File: src/core/wdt_pkg.sv
// Constants, register map and carrier types of the watchdog unit
package watchdog_pkg;

  // Timing of the base period
  localparam int unsigned CORE_CLK_HZ    = 125_000_000;
  localparam int unsigned BASE_PERIOD_MS = 4;
  localparam int unsigned BASE_CYCLES    = BASE_PERIOD_MS * (CORE_CLK_HZ / 1000);

  // Postscaler, tap select and frequency select widths
  localparam int unsigned POST_WIDTH = 16;
  localparam int unsigned SEL_WIDTH  = 4;
  localparam int unsigned FREQ_WIDTH = 3;

  // Register byte offsets on the 4-bit Avalon address
  localparam logic [3:0] OFS_CONTROL = 4'h0;
  localparam logic [3:0] OFS_STATUS  = 4'h4;
  localparam logic [3:0] OFS_IRQ_EN  = 4'h8;
  localparam logic [3:0] OFS_CLEAR   = 4'hC;

  // Field positions and reset values
  localparam int unsigned CTRL_SW_EN_BIT   = 0;
  localparam int unsigned STAT_TIMEOUT_BIT = 0;
  localparam int unsigned STAT_CLKFAIL_BIT = 1;
  localparam int unsigned STAT_WIDTH       = 2;
  localparam logic        SW_EN_RESET      = 1'b0;
  localparam logic [1:0]  STAT_RESET       = 2'h0;
  localparam logic [1:0]  IRQ_EN_RESET     = 2'h0;

  // Events that clear the counters, each a one-cycle pulse
  typedef struct packed {
    logic clrInstr;
    logic sleepInstr;
    logic clockFail;
  } clear_events_s;

  // Device-side configuration straps
  typedef struct packed {
    logic                 cfgWatchdogEnable;
    logic [SEL_WIDTH-1:0] postSel;
    logic                 failSafeMonEnable;
  } strap_config_s;

endpackage : watchdog_pkg

File: src/core/watchdog_unit.sv
// Watchdog timer with base divider, postscaler tap and Avalon-MM registers
//
// Register access over Avalon-MM and the address map were left to the implementer.
`timescale 1ns/1ps
`default_nettype none

// Register bus, clear events, straps and time-out outputs
module watchdog_unit #(
  parameter int unsigned BaseCycles = watchdog_pkg::BASE_CYCLES
) (
  input  wire  logic                                core_clk,
  input  wire  logic                                rst_b,
  input  wire  logic [3:0]                          address,
  input  wire  logic                                read,
  input  wire  logic                                write,
  input  wire  logic [3:0]                          byteenable,
  input  wire  logic [31:0]                         writedata,
  output logic       [31:0]                         readdata,
  output logic                                      waitrequest,
  input  wire  watchdog_pkg::clear_events_s         events,
  input  wire  watchdog_pkg::strap_config_s         straps,
  input  wire  logic                                sleeping,
  input  wire  logic [watchdog_pkg::FREQ_WIDTH-1:0] intOscFreqSelect,
  output logic                                      intRcOscOn,
  output logic                                      timeoutReset,
  output logic                                      timeoutWake,
  output logic                                      irq
);

  import watchdog_pkg::*;

  // Tap mask: the postscaler count at which the selected period ends
  // Tap n ends after 2^n base periods, so the mask is 2^n - 1
  // The top tap, 15, shifts one only to bit 15 of the 16-bit mask, so the spare bit never comes into use
  function automatic logic [POST_WIDTH-1:0] tapMask(input logic [SEL_WIDTH-1:0] sel);
    logic [POST_WIDTH:0] one;
    one = {{POST_WIDTH{1'b0}}, 1'b1};
    tapMask = POST_WIDTH'((one << sel) - 1'b1);
  endfunction : tapMask

  // Last base count of one nominal period
  // The parameter lets a bench shorten the period without touching the taps
  localparam logic [31:0] BASE_LAST = 32'(BaseCycles - 1);

  // Base divider and postscaler counts
  logic [31:0]           baseCnt_q;
  logic [31:0]           baseCnt_d;
  logic [POST_WIDTH-1:0] postCnt_q;
  logic [POST_WIDTH-1:0] postCnt_d;

  // Previous frequency select and its arming flag
  logic [FREQ_WIDTH-1:0] freqPrev_q;
  logic [FREQ_WIDTH-1:0] freqPrev_d;
  logic                  freqValid_q;
  logic                  freqValid_d;

  // Software enable, status, interrupt enable and interrupt line
  logic                  swEn_q;
  logic                  swEn_d;
  logic [STAT_WIDTH-1:0] status_q;
  logic [STAT_WIDTH-1:0] status_d;
  logic [STAT_WIDTH-1:0] irqEn_q;
  logic [STAT_WIDTH-1:0] irqEn_d;
  logic                  irq_q;
  logic                  irq_d;

  // Time-out pulses
  logic                  reset_q;
  logic                  reset_d;
  logic                  wake_q;
  logic                  wake_d;

  // Bus handshake and read data
  logic                  ack_q;
  logic                  ack_d;
  logic [31:0]           rdata_q;
  logic [31:0]           rdata_d;

  // Decoded conditions
  logic                  watchdogOn;
  logic                  freqChange;
  logic                  clearAll;
  logic                  baseTick;
  logic                  expire;
  logic                  busReq;
  logic                  busWr;
  logic [STAT_WIDTH-1:0] statSet;
  logic [STAT_WIDTH-1:0] statClr;

  // Enable resolution and event decode
  // The strap enable wins; the software bit only matters when the strap is off
  // A clear in the same cycle as an expiry suppresses that expiry
  always_comb begin
    watchdogOn = straps.cfgWatchdogEnable | swEn_q;
    freqChange = freqValid_q & (intOscFreqSelect != freqPrev_q);
    clearAll   = events.clrInstr | events.sleepInstr
               | freqChange | events.clockFail;
    baseTick   = (baseCnt_q == BASE_LAST);
    expire     = watchdogOn & ~clearAll & baseTick
               & (postCnt_q == tapMask(straps.postSel));
  end

  // Bus decode: the first cycle of a request waits, the second is taken
  // Only byte lane 0 carries register bits, so other lanes alone write nothing
  always_comb begin
    busReq = (read | write) & ~ack_q;
    busWr  = write & ack_q & byteenable[0];
  end

  // The oscillator runs while the watchdog or the clock monitor needs it
  // The failSafeMonEnable strap term means disabling the watchdog never stops the monitor
  assign intRcOscOn = watchdogOn | straps.failSafeMonEnable;

  // Counter next state; a clear event beats a tick in the same cycle
  // Disabled counters sit at zero so a later enable starts a full period
  always_comb begin
    baseCnt_d = baseCnt_q;
    postCnt_d = postCnt_q;
    if (clearAll || !watchdogOn) begin
      baseCnt_d = 32'h0;
      postCnt_d = {POST_WIDTH{1'b0}};
    end else if (baseTick) begin
      baseCnt_d = 32'h0;
      // Expiry restarts the count so a sleeping core is woken once per period
      postCnt_d = expire ? {POST_WIDTH{1'b0}} : POST_WIDTH'(postCnt_q + 1'b1);
    end else begin
      baseCnt_d = baseCnt_q + 32'h1;
    end
  end

  // Counter registers
  always_ff @(posedge core_clk) begin
    if (!rst_b) begin
      baseCnt_q <= 32'h0;
      postCnt_q <= {POST_WIDTH{1'b0}};
    end else begin
      baseCnt_q <= baseCnt_d;
      postCnt_q <= postCnt_d;
    end
  end

  // Frequency select tracking; the first cycle after reset only loads it
  // Without the arming flag a nonzero select at reset would look like a change
  always_comb begin
    freqPrev_d  = intOscFreqSelect;
    freqValid_d = 1'b1;
  end

  // Frequency select tracking registers
  always_ff @(posedge core_clk) begin
    if (!rst_b) begin
      freqPrev_q  <= {FREQ_WIDTH{1'b0}};
      freqValid_q <= 1'b0;
    end else begin
      freqPrev_q  <= freqPrev_d;
      freqValid_q <= freqValid_d;
    end
  end

  // Time-out action: reset when awake, wake when sleeping
  // The sleeping level is taken as the core reports it in the expiry cycle
  always_comb begin
    reset_d = expire & ~sleeping;
    wake_d  = expire & sleeping;
  end

  // Time-out pulse registers
  always_ff @(posedge core_clk) begin
    if (!rst_b) begin
      reset_q <= 1'b0;
      wake_q  <= 1'b0;
    end else begin
      reset_q <= reset_d;
      wake_q  <= wake_d;
    end
  end

  // Registered pulses keep the reset request free of decode glitches
  assign timeoutReset = reset_q;
  assign timeoutWake  = wake_q;

  // Software enable: only bit 0 of the control word is stored
  // Bits 31..1 have no storage, so they read back as zero and writes vanish
  always_comb begin
    swEn_d = swEn_q;
    if (busWr && (address == OFS_CONTROL)) begin
      swEn_d = writedata[CTRL_SW_EN_BIT];
    end
  end

  // Software enable register
  always_ff @(posedge core_clk) begin
    if (!rst_b) begin
      swEn_q <= SW_EN_RESET;
    end else begin
      swEn_q <= swEn_d;
    end
  end

  // Interrupt enable next state, same layout as the status register
  always_comb begin
    irqEn_d = irqEn_q;
    if (busWr && (address == OFS_IRQ_EN)) begin
      irqEn_d = writedata[STAT_WIDTH-1:0];
    end
  end

  // Interrupt enable register
  always_ff @(posedge core_clk) begin
    if (!rst_b) begin
      irqEn_q <= IRQ_EN_RESET;
    end else begin
      irqEn_q <= irqEn_d;
    end
  end

  // Status next state; hardware set wins over a software clear in one cycle
  // The interrupt follows the next status, so it rises with the flag itself
  always_comb begin
    statClr = {STAT_WIDTH{1'b0}};
    statSet = {STAT_WIDTH{1'b0}};
    statSet[STAT_TIMEOUT_BIT] = expire;
    statSet[STAT_CLKFAIL_BIT] = events.clockFail;
    if (busWr && (address == OFS_CLEAR)) begin
      statClr = writedata[STAT_WIDTH-1:0];
    end
    status_d = (status_q & ~statClr) | statSet;
    irq_d    = |(status_d & irqEn_d);
  end

  // Status and interrupt registers
  always_ff @(posedge core_clk) begin
    if (!rst_b) begin
      status_q <= STAT_RESET;
      irq_q    <= 1'b0;
    end else begin
      status_q <= status_d;
      irq_q    <= irq_d;
    end
  end

  // Read data is captured on the first cycle of a read request
  // That costs one wait state but keeps the read path out of the bus timing
  always_comb begin
    rdata_d = 32'h0;
    if (read && !ack_q) begin
      unique case (address)
        OFS_CONTROL: rdata_d[CTRL_SW_EN_BIT] = swEn_q;
        OFS_STATUS:  rdata_d[STAT_WIDTH-1:0] = status_q;
        OFS_IRQ_EN:  rdata_d[STAT_WIDTH-1:0] = irqEn_q;
        default:     rdata_d = 32'h0;
      endcase
    end else begin
      rdata_d = rdata_q;
    end
    ack_d = busReq;
  end

  // Bus handshake registers
  always_ff @(posedge core_clk) begin
    if (!rst_b) begin
      ack_q   <= 1'b0;
      rdata_q <= 32'h0;
    end else begin
      ack_q   <= ack_d;
      rdata_q <= rdata_d;
    end
  end

  // One wait state per access keeps read data registered
  // A master that holds its request past the answer starts a new access
  assign waitrequest = (read | write) & ~ack_q;
  assign readdata    = rdata_q;
  assign irq         = irq_q;

endmodule : watchdog_unit
`default_nettype wire

File: config.mk
export PLATFORM = sky130hd
export DESIGN_NAME = watchdog_unit
export DESIGN_NICKNAME = d
export VERILOG_FILES = /design/src/core/wdt_pkg.sv /design/src/core/watchdog_unit.sv
export SDC_FILE = /design/constraint.sdc
export NUM_CORES = 1
export LEC_CHECK = 0
export BUFFER_PORTS_ARGS = -buffer_cell sky130_fd_sc_hd__buf_2
export CORE_MARGIN = 2
export CORE_UTILIZATION = 45
export CTS_CLUSTER_SIZE = 12
export DETAILED_ROUTE_END_ITERATION = 7
export HOLD_SLACK_MARGIN = 0.15
export PLACE_DENSITY = 0.76
export SYNTH_ARGS = -nofsm -noshare
export SYNTH_HDL_FRONTEND = slang
export SYNTH_SLANG_ARGS = --single-unit
File: constraint.sdc
create_clock -name core_clk -period 4.9 [get_ports core_clk]
set_clock_uncertainty 0.05 [all_clocks]
set_input_delay 0.245 -clock core_clk [delete_from_list [all_inputs] [get_ports core_clk]]
set_output_delay 0.245 -clock core_clk [all_outputs]
set_load 0.01 [all_outputs]
==> results of run 1 <==
[registers in the layout, summed over array words and instances, names as in the netlist]
name,count
postCnt_q,16
freqPrev_q,3
timeoutWake,1
status_q,2
timeoutReset,1
ack_q,1
freqValid_q,1
baseCnt_q,32
swEn_q,1
readdata,2
irq,1
irqEn_q,2
[where the power goes]
part / leakage, nW / switching [mW] / total, mW / internal (mW)
Clock: 0.111 / 0.231 / 0.524 / 0.292
Combinational: 0.863 / 0.0459 / 0.0742 / 0.0283
Sequential: 0.509 / 0.00160 / 0.516 / 0.515
Total: 1.48 / 0.279 / 1.11 / 0.836
[worst max-delay path, delay by kind of cell]
kind	cells	cell delay [ns]
AND/OR/NAND/NOR	4	1.99
AO/OA/AOI/OAI	3	0.41
adder cells (fa/ha/maj)	1	0.38
buffers and inverters	1	0.23
[logic make-up (layout without fill, tap and decap cells)]
logic type / after synthesis / in the layout
DFF: 63 / 63
xor gates and xnor gates: 50 / 50
buffers and inverters: 63 / 70
and+or+nand+nor: 207 / 207
muxes: 7 / 7
adders and majority gates: 3 / 3
AOI/OAI and AO/OA: 43 / 43
other: 1 / 30
[stage by stage]
stage	util, %	hold slack (ns)
after floorplan	-	0.223
after global placement	46.3	0.379
after detailed placement	46.3	0.383
after CTS	50.3	0.221
after global routing	50.3	0.238
final	50.3	0.224
[area by class of cell]
type                            count  share of cell area [%]
Clock inverter                      7                    2.52
Sequential cell                    63                    31.0
Timing Repair Buffer               40                    6.15
Tap cell                          105                    3.23
Clock buffer                        9                    3.04
Inverter                           14                    1.29
Multi-Input combinational cell    340                    52.8
[worst min path at each step]
stage                           from                        to  depth (start not counted)
final                     address[0]  readdata[1]$_SDFFE_PN0P_                          4
after global routing      address[0]  readdata[0]$_SDFFE_PN0P_                          4
after CTS                 address[0]  readdata[1]$_SDFFE_PN0P_                          4
after detailed placement    sleeping   timeoutReset$_SDFF_PN0_                          2
after global placement      sleeping   timeoutReset$_SDFF_PN0_                          2
after floorplan                rst_b       freqValid_q$_DFF_P_                          0
[cells in the mapped netlist, drive strengths merged (4+ instances only)]
cell type,number
o21ai,11
a21oi,6
and4,10
and2,7
nor4b,5
nand4,11
nor2b,5
mux2i,6
nand3,25
dfxtp,63
xnor2,21
nor3,25
or3,5
nand2,24
nand2b,4
and3,12
nor4,4
xor2,29
or4,5
nor2,57
inv,14
clkbuf,7
buf,42
[per-layer routing]
layer  global-route usage, %  routed length (um)  up-vias
met2                    27.6                3530       73
li1                        -                   -     1523
met5                       0                   0        -
met1                    21.2                3300     1415
met4                    6.88                 108        0
met3                    4.87                 360        8
==> out/summary.log, run 1 <==
INFO  run_status     run_status=completed
INFO  logic_synthesis synth_top_family_by_area=simple AND/OR/NAND/NOR gates
INFO  logic_synthesis syn_inst=437
INFO  die            floorplan.initialDensity=45.6%
INFO  drt            drt_first_iter_violations=147
INFO  setup_path     r2r_cells=6
INFO  logic_synthesis synth.top_cells.by_area=dfxtp_1, xor2_1, buf_4
INFO  placed_design  place.detailed.instances=552
INFO  logic_synthesis postSynth.asyncResetShare=0%
INFO  logic_synthesis synth_flop_cell=dfxtp_1
INFO  grt            pin_count_of_the_biggest_net_entering_global_routing=34
INFO  die            chipHeight=94.5um
INFO  timing         setup_repair_after_global_routing_missed_its_margin=no
INFO  setup_path     cp_cell_sequence=buf_2 > or4_4 > ha_1 > nor4b_2 > o2bb2ai_1 > a211oi_2 > a211oi_1 > and4_1 > nor3b_2
INFO  clock_tree     post_cts.resized_instances=0
INFO  setup_path     endpoint_kind=register
INFO  finish         layout-drive-gt1-share=14.6%
INFO  timing         fin_crit=3.04ns
INFO  setup_path     critical_path.endpoint=timeoutReset$_SDFF_PN0_
INFO  power_and_ir_drop cellPowerDensity=274nW/um2
INFO  power_and_ir_drop report.power.total=1.11mW
INFO  timing         report.final.slew_viol_count=0
INFO  logic_synthesis synth.mux.area_fraction=1.93%
INFO  drt            drt_pass1_iterations=4
INFO  clock_tree     insertion_delay=0.35ns
INFO  logic_synthesis netlist.area_leader.share=34.2%
INFO  finish         fillers=774
INFO  clock_tree     numClockSinks=63
INFO  timing         slew_headroom=41.9%
INFO  timing         worst_slew_pin_slew=0.872ns
INFO  finish         final_cell_count_no_fill=578
INFO  setup_path     r2r_end=timeoutReset$_SDFF_PN0_
INFO  grt            grt_pass1_wl=12.2mm
INFO  placed_design  placement.cell_area=3740um2
INFO  timing         setup_viol=0
INFO  grt            vias_in_the_first_global_route=2741
INFO  die            die_width=94.5um
INFO  logic_synthesis synthSimpleGateAreaFrac=32.1%
INFO  logic_synthesis synth_largest_area_cell=dfxtp_1
INFO  clock_tree     cts_tree=done
INFO  timing         min_period_over_period=62.1%
INFO  timing         totalNegativeSetupSlack=0ns
INFO  grt            globalRouteTotalUtil=17.0%
INFO  worst_hold_path holdCritPathClass=in2reg
INFO  logic_synthesis syn_area=3690um2
INFO  clock_tree     cts-buffers-inserted=9
INFO  die            placementRows=33
INFO  logic_synthesis synth-edff-count=0
INFO  finish         areaGrowthSynthToFinish=10.4%
INFO  logic_synthesis ys_types=61
INFO  die            core_area=8090um2
INFO  logic_synthesis synth.yosys.warnings=0
INFO  drt            dr_total_vias=3019
INFO  clock_tree     cts_max_path_buffers=2
INFO  finish         finalInstanceArea=4070um2
INFO  timing         layout_setup_ws=1.86ns
INFO  timing         peak_freq=329MHz
INFO  clock_tree     cts_hold_repair.buffers=10
INFO  setup_path     timing.rr.start=baseCnt_q[19]$_SDFF_PP0_
INFO  drt            via_per_inst=5.22
INFO  placed_design  place_ws=1.48ns
INFO  finish         num-nets-final=528
INFO  setup_path     startpoint_of_the_worst_setup_timing_path=straps[4]
INFO  logic_synthesis synth-seq-cells=63
INFO  finish         most-common-layout-cells=dfxtp_1, nor2_1, conb_1, buf_2, xor2_1
INFO  setup_path     worst_path_max_delay_cell=and4_1
INFO  drt            drt_wl_total=7.30mm
INFO  die            floorplan.die_area=8940um2
INFO  flow_run       number_of_maximum_capacitance_violations=0
INFO  placed_design  port_buffers=30
INFO  drt            ant_nets=0
INFO  logic_synthesis post_synthesis_xor_xnor_area_fraction=11.9%
INFO  logic_synthesis post_synth.cell_area_avg=8.44um2
INFO  clock_tree     cts_root_buf=clkbuf_8
INFO  clock_tree     htreeDepth=3
INFO  logic_synthesis post_synth_fa_ha_maj_area_fraction=1.02%
INFO  setup_path     worst-endpoint-arrival=3.28ns
INFO  setup_path     crit_path_max_fanout=25
INFO  power_and_ir_drop static_power_due_to_leakage=1.48nW
INFO  grt            grt.overflow.total=0
INFO  die            num_io_pins=94
INFO  timing         timing_hold_violations_final=0
INFO  placed_design  finalWeightedCongestion=0.947
INFO  clock_tree     post-cts-setup-buffer-count=0
INFO  setup_path     critPathKind=in2reg
INFO  grt            antenna_found_initial=0
INFO  logic_synthesis synth_seq_area_share=34.2%
INFO  finish         num_antenna_cells=0
INFO  setup_path     r2r_setup_slack=2.08ns
INFO  finish         layout.cells.most_common=dfxtp_1
INFO  finish         register_area=1260um2
INFO  logic_synthesis compound_gate_fraction_of_synth_area=8.28%
INFO  placed_design  dp_hpwl=5.10mm
INFO  setup_path     critical_path.startpoint_type=input pin
INFO  finish         total_area_of_multi_input_combinational_cells=2150um2
INFO  clock_tree     clk_transition_reported_paths=0.08ns
INFO  drt            wl_per_cell=12.6um
INFO  drt            drcViolationCount=0
INFO  setup_path     worst_ep_required=5.14ns
INFO  setup_path     cpPeakStageDelay=0.80ns
INFO  power_and_ir_drop worst_ir_drop_vdd=0.117mV
Power figures use the tool's default switching activity.
==> run 2, diff against run 1 <==
--- a/config.mk
+++ b/config.mk
@@ -5,6 +5,7 @@
 export SDC_FILE = /design/constraint.sdc
 export NUM_CORES = 1
 export LEC_CHECK = 0
+export ABC_AREA = 1
 export BUFFER_PORTS_ARGS = -buffer_cell sky130_fd_sc_hd__buf_2
 export CORE_MARGIN = 2
 export CORE_UTILIZATION = 45
==> constraint.sdc (replaced) <==
create_clock -name core_clk -period 3.2 [get_ports core_clk]
set_clock_uncertainty 0.05 [all_clocks]
set_input_delay 0.16 -clock core_clk [delete_from_list [all_inputs] [get_ports core_clk]]
set_output_delay 0.16 -clock core_clk [all_outputs]
set_load 0.01 [all_outputs]
==> run 2 against run 1 <==
  * Power increased by 33%
  * Wire length increased by 18%
  * Via count increased by 24%
  * Critical endpoint unchanged
  * Sequential power increased by 54%
  * Critical path depth increased by 3
  * Register-to-register slack got worse by 1.4 ns
  * Combinational power increased by 81%
==> out/summary.log, run 2 <==
INFO  finish         largest_regs=baseCnt_q x32, postCnt_q x16, freqPrev_q x3
INFO  finish         layout.cells.most_common=nand2_1
INFO  placed_design  dp_hpwl=6.52mm
INFO  timing         layout_setup_ws=0.646ns
INFO  finish         fillers=861
INFO  timing         setup_repair_after_global_routing_missed_its_margin=no
INFO  setup_path     cp_num_buf_inv=1
INFO  logic_synthesis post_synth.cell_area_avg=6.53um2
INFO  grt            grt.overflow.total=0
INFO  timing         timing_hold_violations_final=0
INFO  finish         num_antenna_cells=0
INFO  logic_synthesis synth-seq-cells=63
INFO  finish         layout-drive-gt1-share=11.4%
INFO  finish         total_area_of_multi_input_combinational_cells=2200um2
INFO  die            core_area=8640um2
INFO  worst_hold_path holdCritPathClass=in2reg
INFO  drt            drt_pass1_iterations=5
INFO  die            die_width=97.8um
INFO  clock_tree     cts_max_path_buffers=2
INFO  setup_path     crit_path_max_fanout=5
INFO  setup_path     crit_cells=12
INFO  drt            drt_first_iter_violations=228
INFO  setup_path     worst-endpoint-arrival=2.80ns
INFO  setup_path     endpoint_kind=register
INFO  logic_synthesis synth.top_cells.by_area=dfxtp_1, nand2_1, nor2_1
INFO  timing         min_period_over_period=79.8%
INFO  clock_tree     clk_transition_reported_paths=0.06ns
INFO  logic_synthesis synth_flop_cell=dfxtp_1
INFO  grt            globalRouteTotalUtil=19.2%
INFO  die            chipHeight=97.8um
INFO  power_and_ir_drop cellPowerDensity=338nW/um2
INFO  finish         largest-register=baseCnt_q
INFO  die            num_io_pins=94
INFO  drt            drcViolationCount=0
INFO  drt            ant_nets=0
INFO  logic_synthesis ys_types=38
INFO  worst_hold_path holdPathStages=4
INFO  timing         report.final.slew_viol_count=0
INFO  placed_design  place_ws=0.984ns
INFO  logic_synthesis syn_inst=607
INFO  logic_synthesis synth_seq_area_share=31.8%
INFO  setup_path     critPathKind=reg2reg
INFO  timing         peak_freq=391MHz
INFO  timing         totalNegativeSetupSlack=0ns
INFO  finish         most-common-layout-cells=nand2_1, nor2_1, inv_1
INFO  power_and_ir_drop static_power_due_to_leakage=1.87nW
INFO  clock_tree     htreeDepth=3
INFO  finish         final_core_utilization=50.9%
INFO  drt            dr_total_vias=3745
INFO  grt            grt_pass1_wl=15.4mm
INFO  drt            via_per_inst=4.88
INFO  setup_path     worst_ep_required=3.44ns
INFO  setup_path     cpPeakStageDelay=0.55ns
INFO  clock_tree     insertion_delay=0.35ns
INFO  grt            antenna_found_initial=0
INFO  placed_design  port_buffers=30
INFO  finish         num-nets-final=716
INFO  grt            vias_in_the_first_global_route=3537
INFO  clock_tree     cts-buffers-inserted=9
INFO  flow_run       number_of_maximum_capacitance_violations=0
INFO  timing         fin_crit=2.55ns
INFO  finish         register_area=1260um2
INFO  setup_path     path_delay_family=simple AND/OR/NAND/NOR gates
INFO  clock_tree     post-cts-setup-buffer-count=0
INFO  logic_synthesis yosysMostFrequentCell=nand2_1
INFO  grt            pin_count_of_the_biggest_net_entering_global_routing=15
INFO  setup_path     critical_path.startpoint_type=register
INFO  setup_path     worst_path_max_delay_cell=dlygate4sd3_1
INFO  setup_path     r2r_cells=12
INFO  finish         flip_flop_count_of_the_largest_register_all_copies_and_words_added=32
INFO  logic_synthesis netlist.area_leader.share=31.8%
INFO  die            placementRows=34
INFO  drt            wl_per_cell=11.2um
INFO  die            floorplan.initialDensity=45.9%
INFO  logic_synthesis netlist_top_cells_count=nand2_1, nor2_1, inv_1, dfxtp_1, nand3_1
INFO  clock_tree     cts_root_buf=clkbuf_8
INFO  logic_synthesis postSynth.asyncResetShare=0%
INFO  drt            drt_wl_total=8.62mm
INFO  clock_tree     numClockSinks=63
INFO  placed_design  finalWeightedCongestion=0.912
INFO  clock_tree     cts_tree=done
INFO  logic_synthesis synth-edff-count=0
INFO  die            floorplan.die_area=9570um2
INFO  setup_path     cp_cell_sequence=ha_1 > nand3_1 > nor2_1 > nand2_1 > nor2_2 > nand2_1 > nor2_1 > nand3_2 > nor2_4 > nand2_1 > nor2_1 > dlygate4sd3_1
INFO  logic_synthesis syn_area=3960um2
INFO  finish         areaGrowthSynthToFinish=10.9%
INFO  power_and_ir_drop worst_ir_drop_vdd=0.289mV
INFO  timing         setup_viol=0
INFO  run_status     run_status=completed
INFO  timing         finalHoldWorstSlack=0.173ns
INFO  logic_synthesis synth.yosys.warnings=0
INFO  logic_synthesis synth_largest_area_cell=dfxtp_1
## run 2: cells by family (layout without fill, tap and decap cells)
logic type / after synthesis / in the layout / share of synthesized area [%]
simple gates: 330 / 330 / 38.8
buf+inv: 128 / 151 / 15.3
flops: 63 / 63 / 31.8
compound gates: 59 / 59 / 7.93
xor+xnor: 23 / 23 / 5.09
fa+ha+maj: 3 / 3 / 0.948
other cells: 1 / 30 / 0.0947
## run 2: worst reg2reg max path: cells and delay by family (launching register included)
family        cells  cell delay, ns
fa+ha+maj         1            0.23
buf+inv           1            0.55
simple gates     10            1.28
flops             1            0.37
## run 2: power breakdown
part	switching (mW)	internal [mW]
combinational	0.0836	0.0504
sequential	0.00349	0.791
clock	0.286	0.270
total	0.373	1.11
## run 2: final timing paths
path	startpoint	endpoint	slack [ns]
setup / recovery	baseCnt_q[0]$_SDFF_PP0_	timeoutReset$_SDFF_PN0_	0.65
hold / removal	address[0]	readdata[0]$_SDFFE_PN0P_	0.17
setup reg to reg	baseCnt_q[0]$_SDFF_PP0_	timeoutReset$_SDFF_PN0_	0.65
hold reg to reg	baseCnt_q[24]$_SDFF_PP0_	baseCnt_q[24]$_SDFF_PP0_	0.42
## run 2: cell type report
type | instances | area share, %
clock buffers | 12 | 3.08
flip-flops and latches | 63 | 28.7
well taps | 108 | 3.08
inverters | 91 | 7.78
multi-input cells | 445 | 50.1
repair buffers | 46 | 7.01
clock inverters | 2 | 0.228
## run 2: timing repair
item | 4_1_cts | 5_1_grt
hold endpoints to repair | 14 | 0
resized for setup | 0 | 0
hold buffers | 15 | 0
## run 2: routing by layer
| layer | vias to the layer above | routed length, um | GRT usage (%) |
|---|---|---|---|
| met2 | 93 | 3960 | 31.9 |
| met4 | 0 | 165 | 6.62 |
| met3 | 12 | 403 | 3.36 |
| met5 | - | 0 | 0 |
| li1 | 1952 | - | - |
| met1 | 1688 | 4090 | 25.1 |
## run 2: stage by stage
step                      power (mW)  instance area [um2]  std cells
final                           1.48                 4390        767
after global routing            1.55                 4390        767
after CTS                       1.50                 4390        767
after detailed placement       0.929                 4100        738
after global placement         0.927                 4100        738
after floorplan                0.922                 4070        636
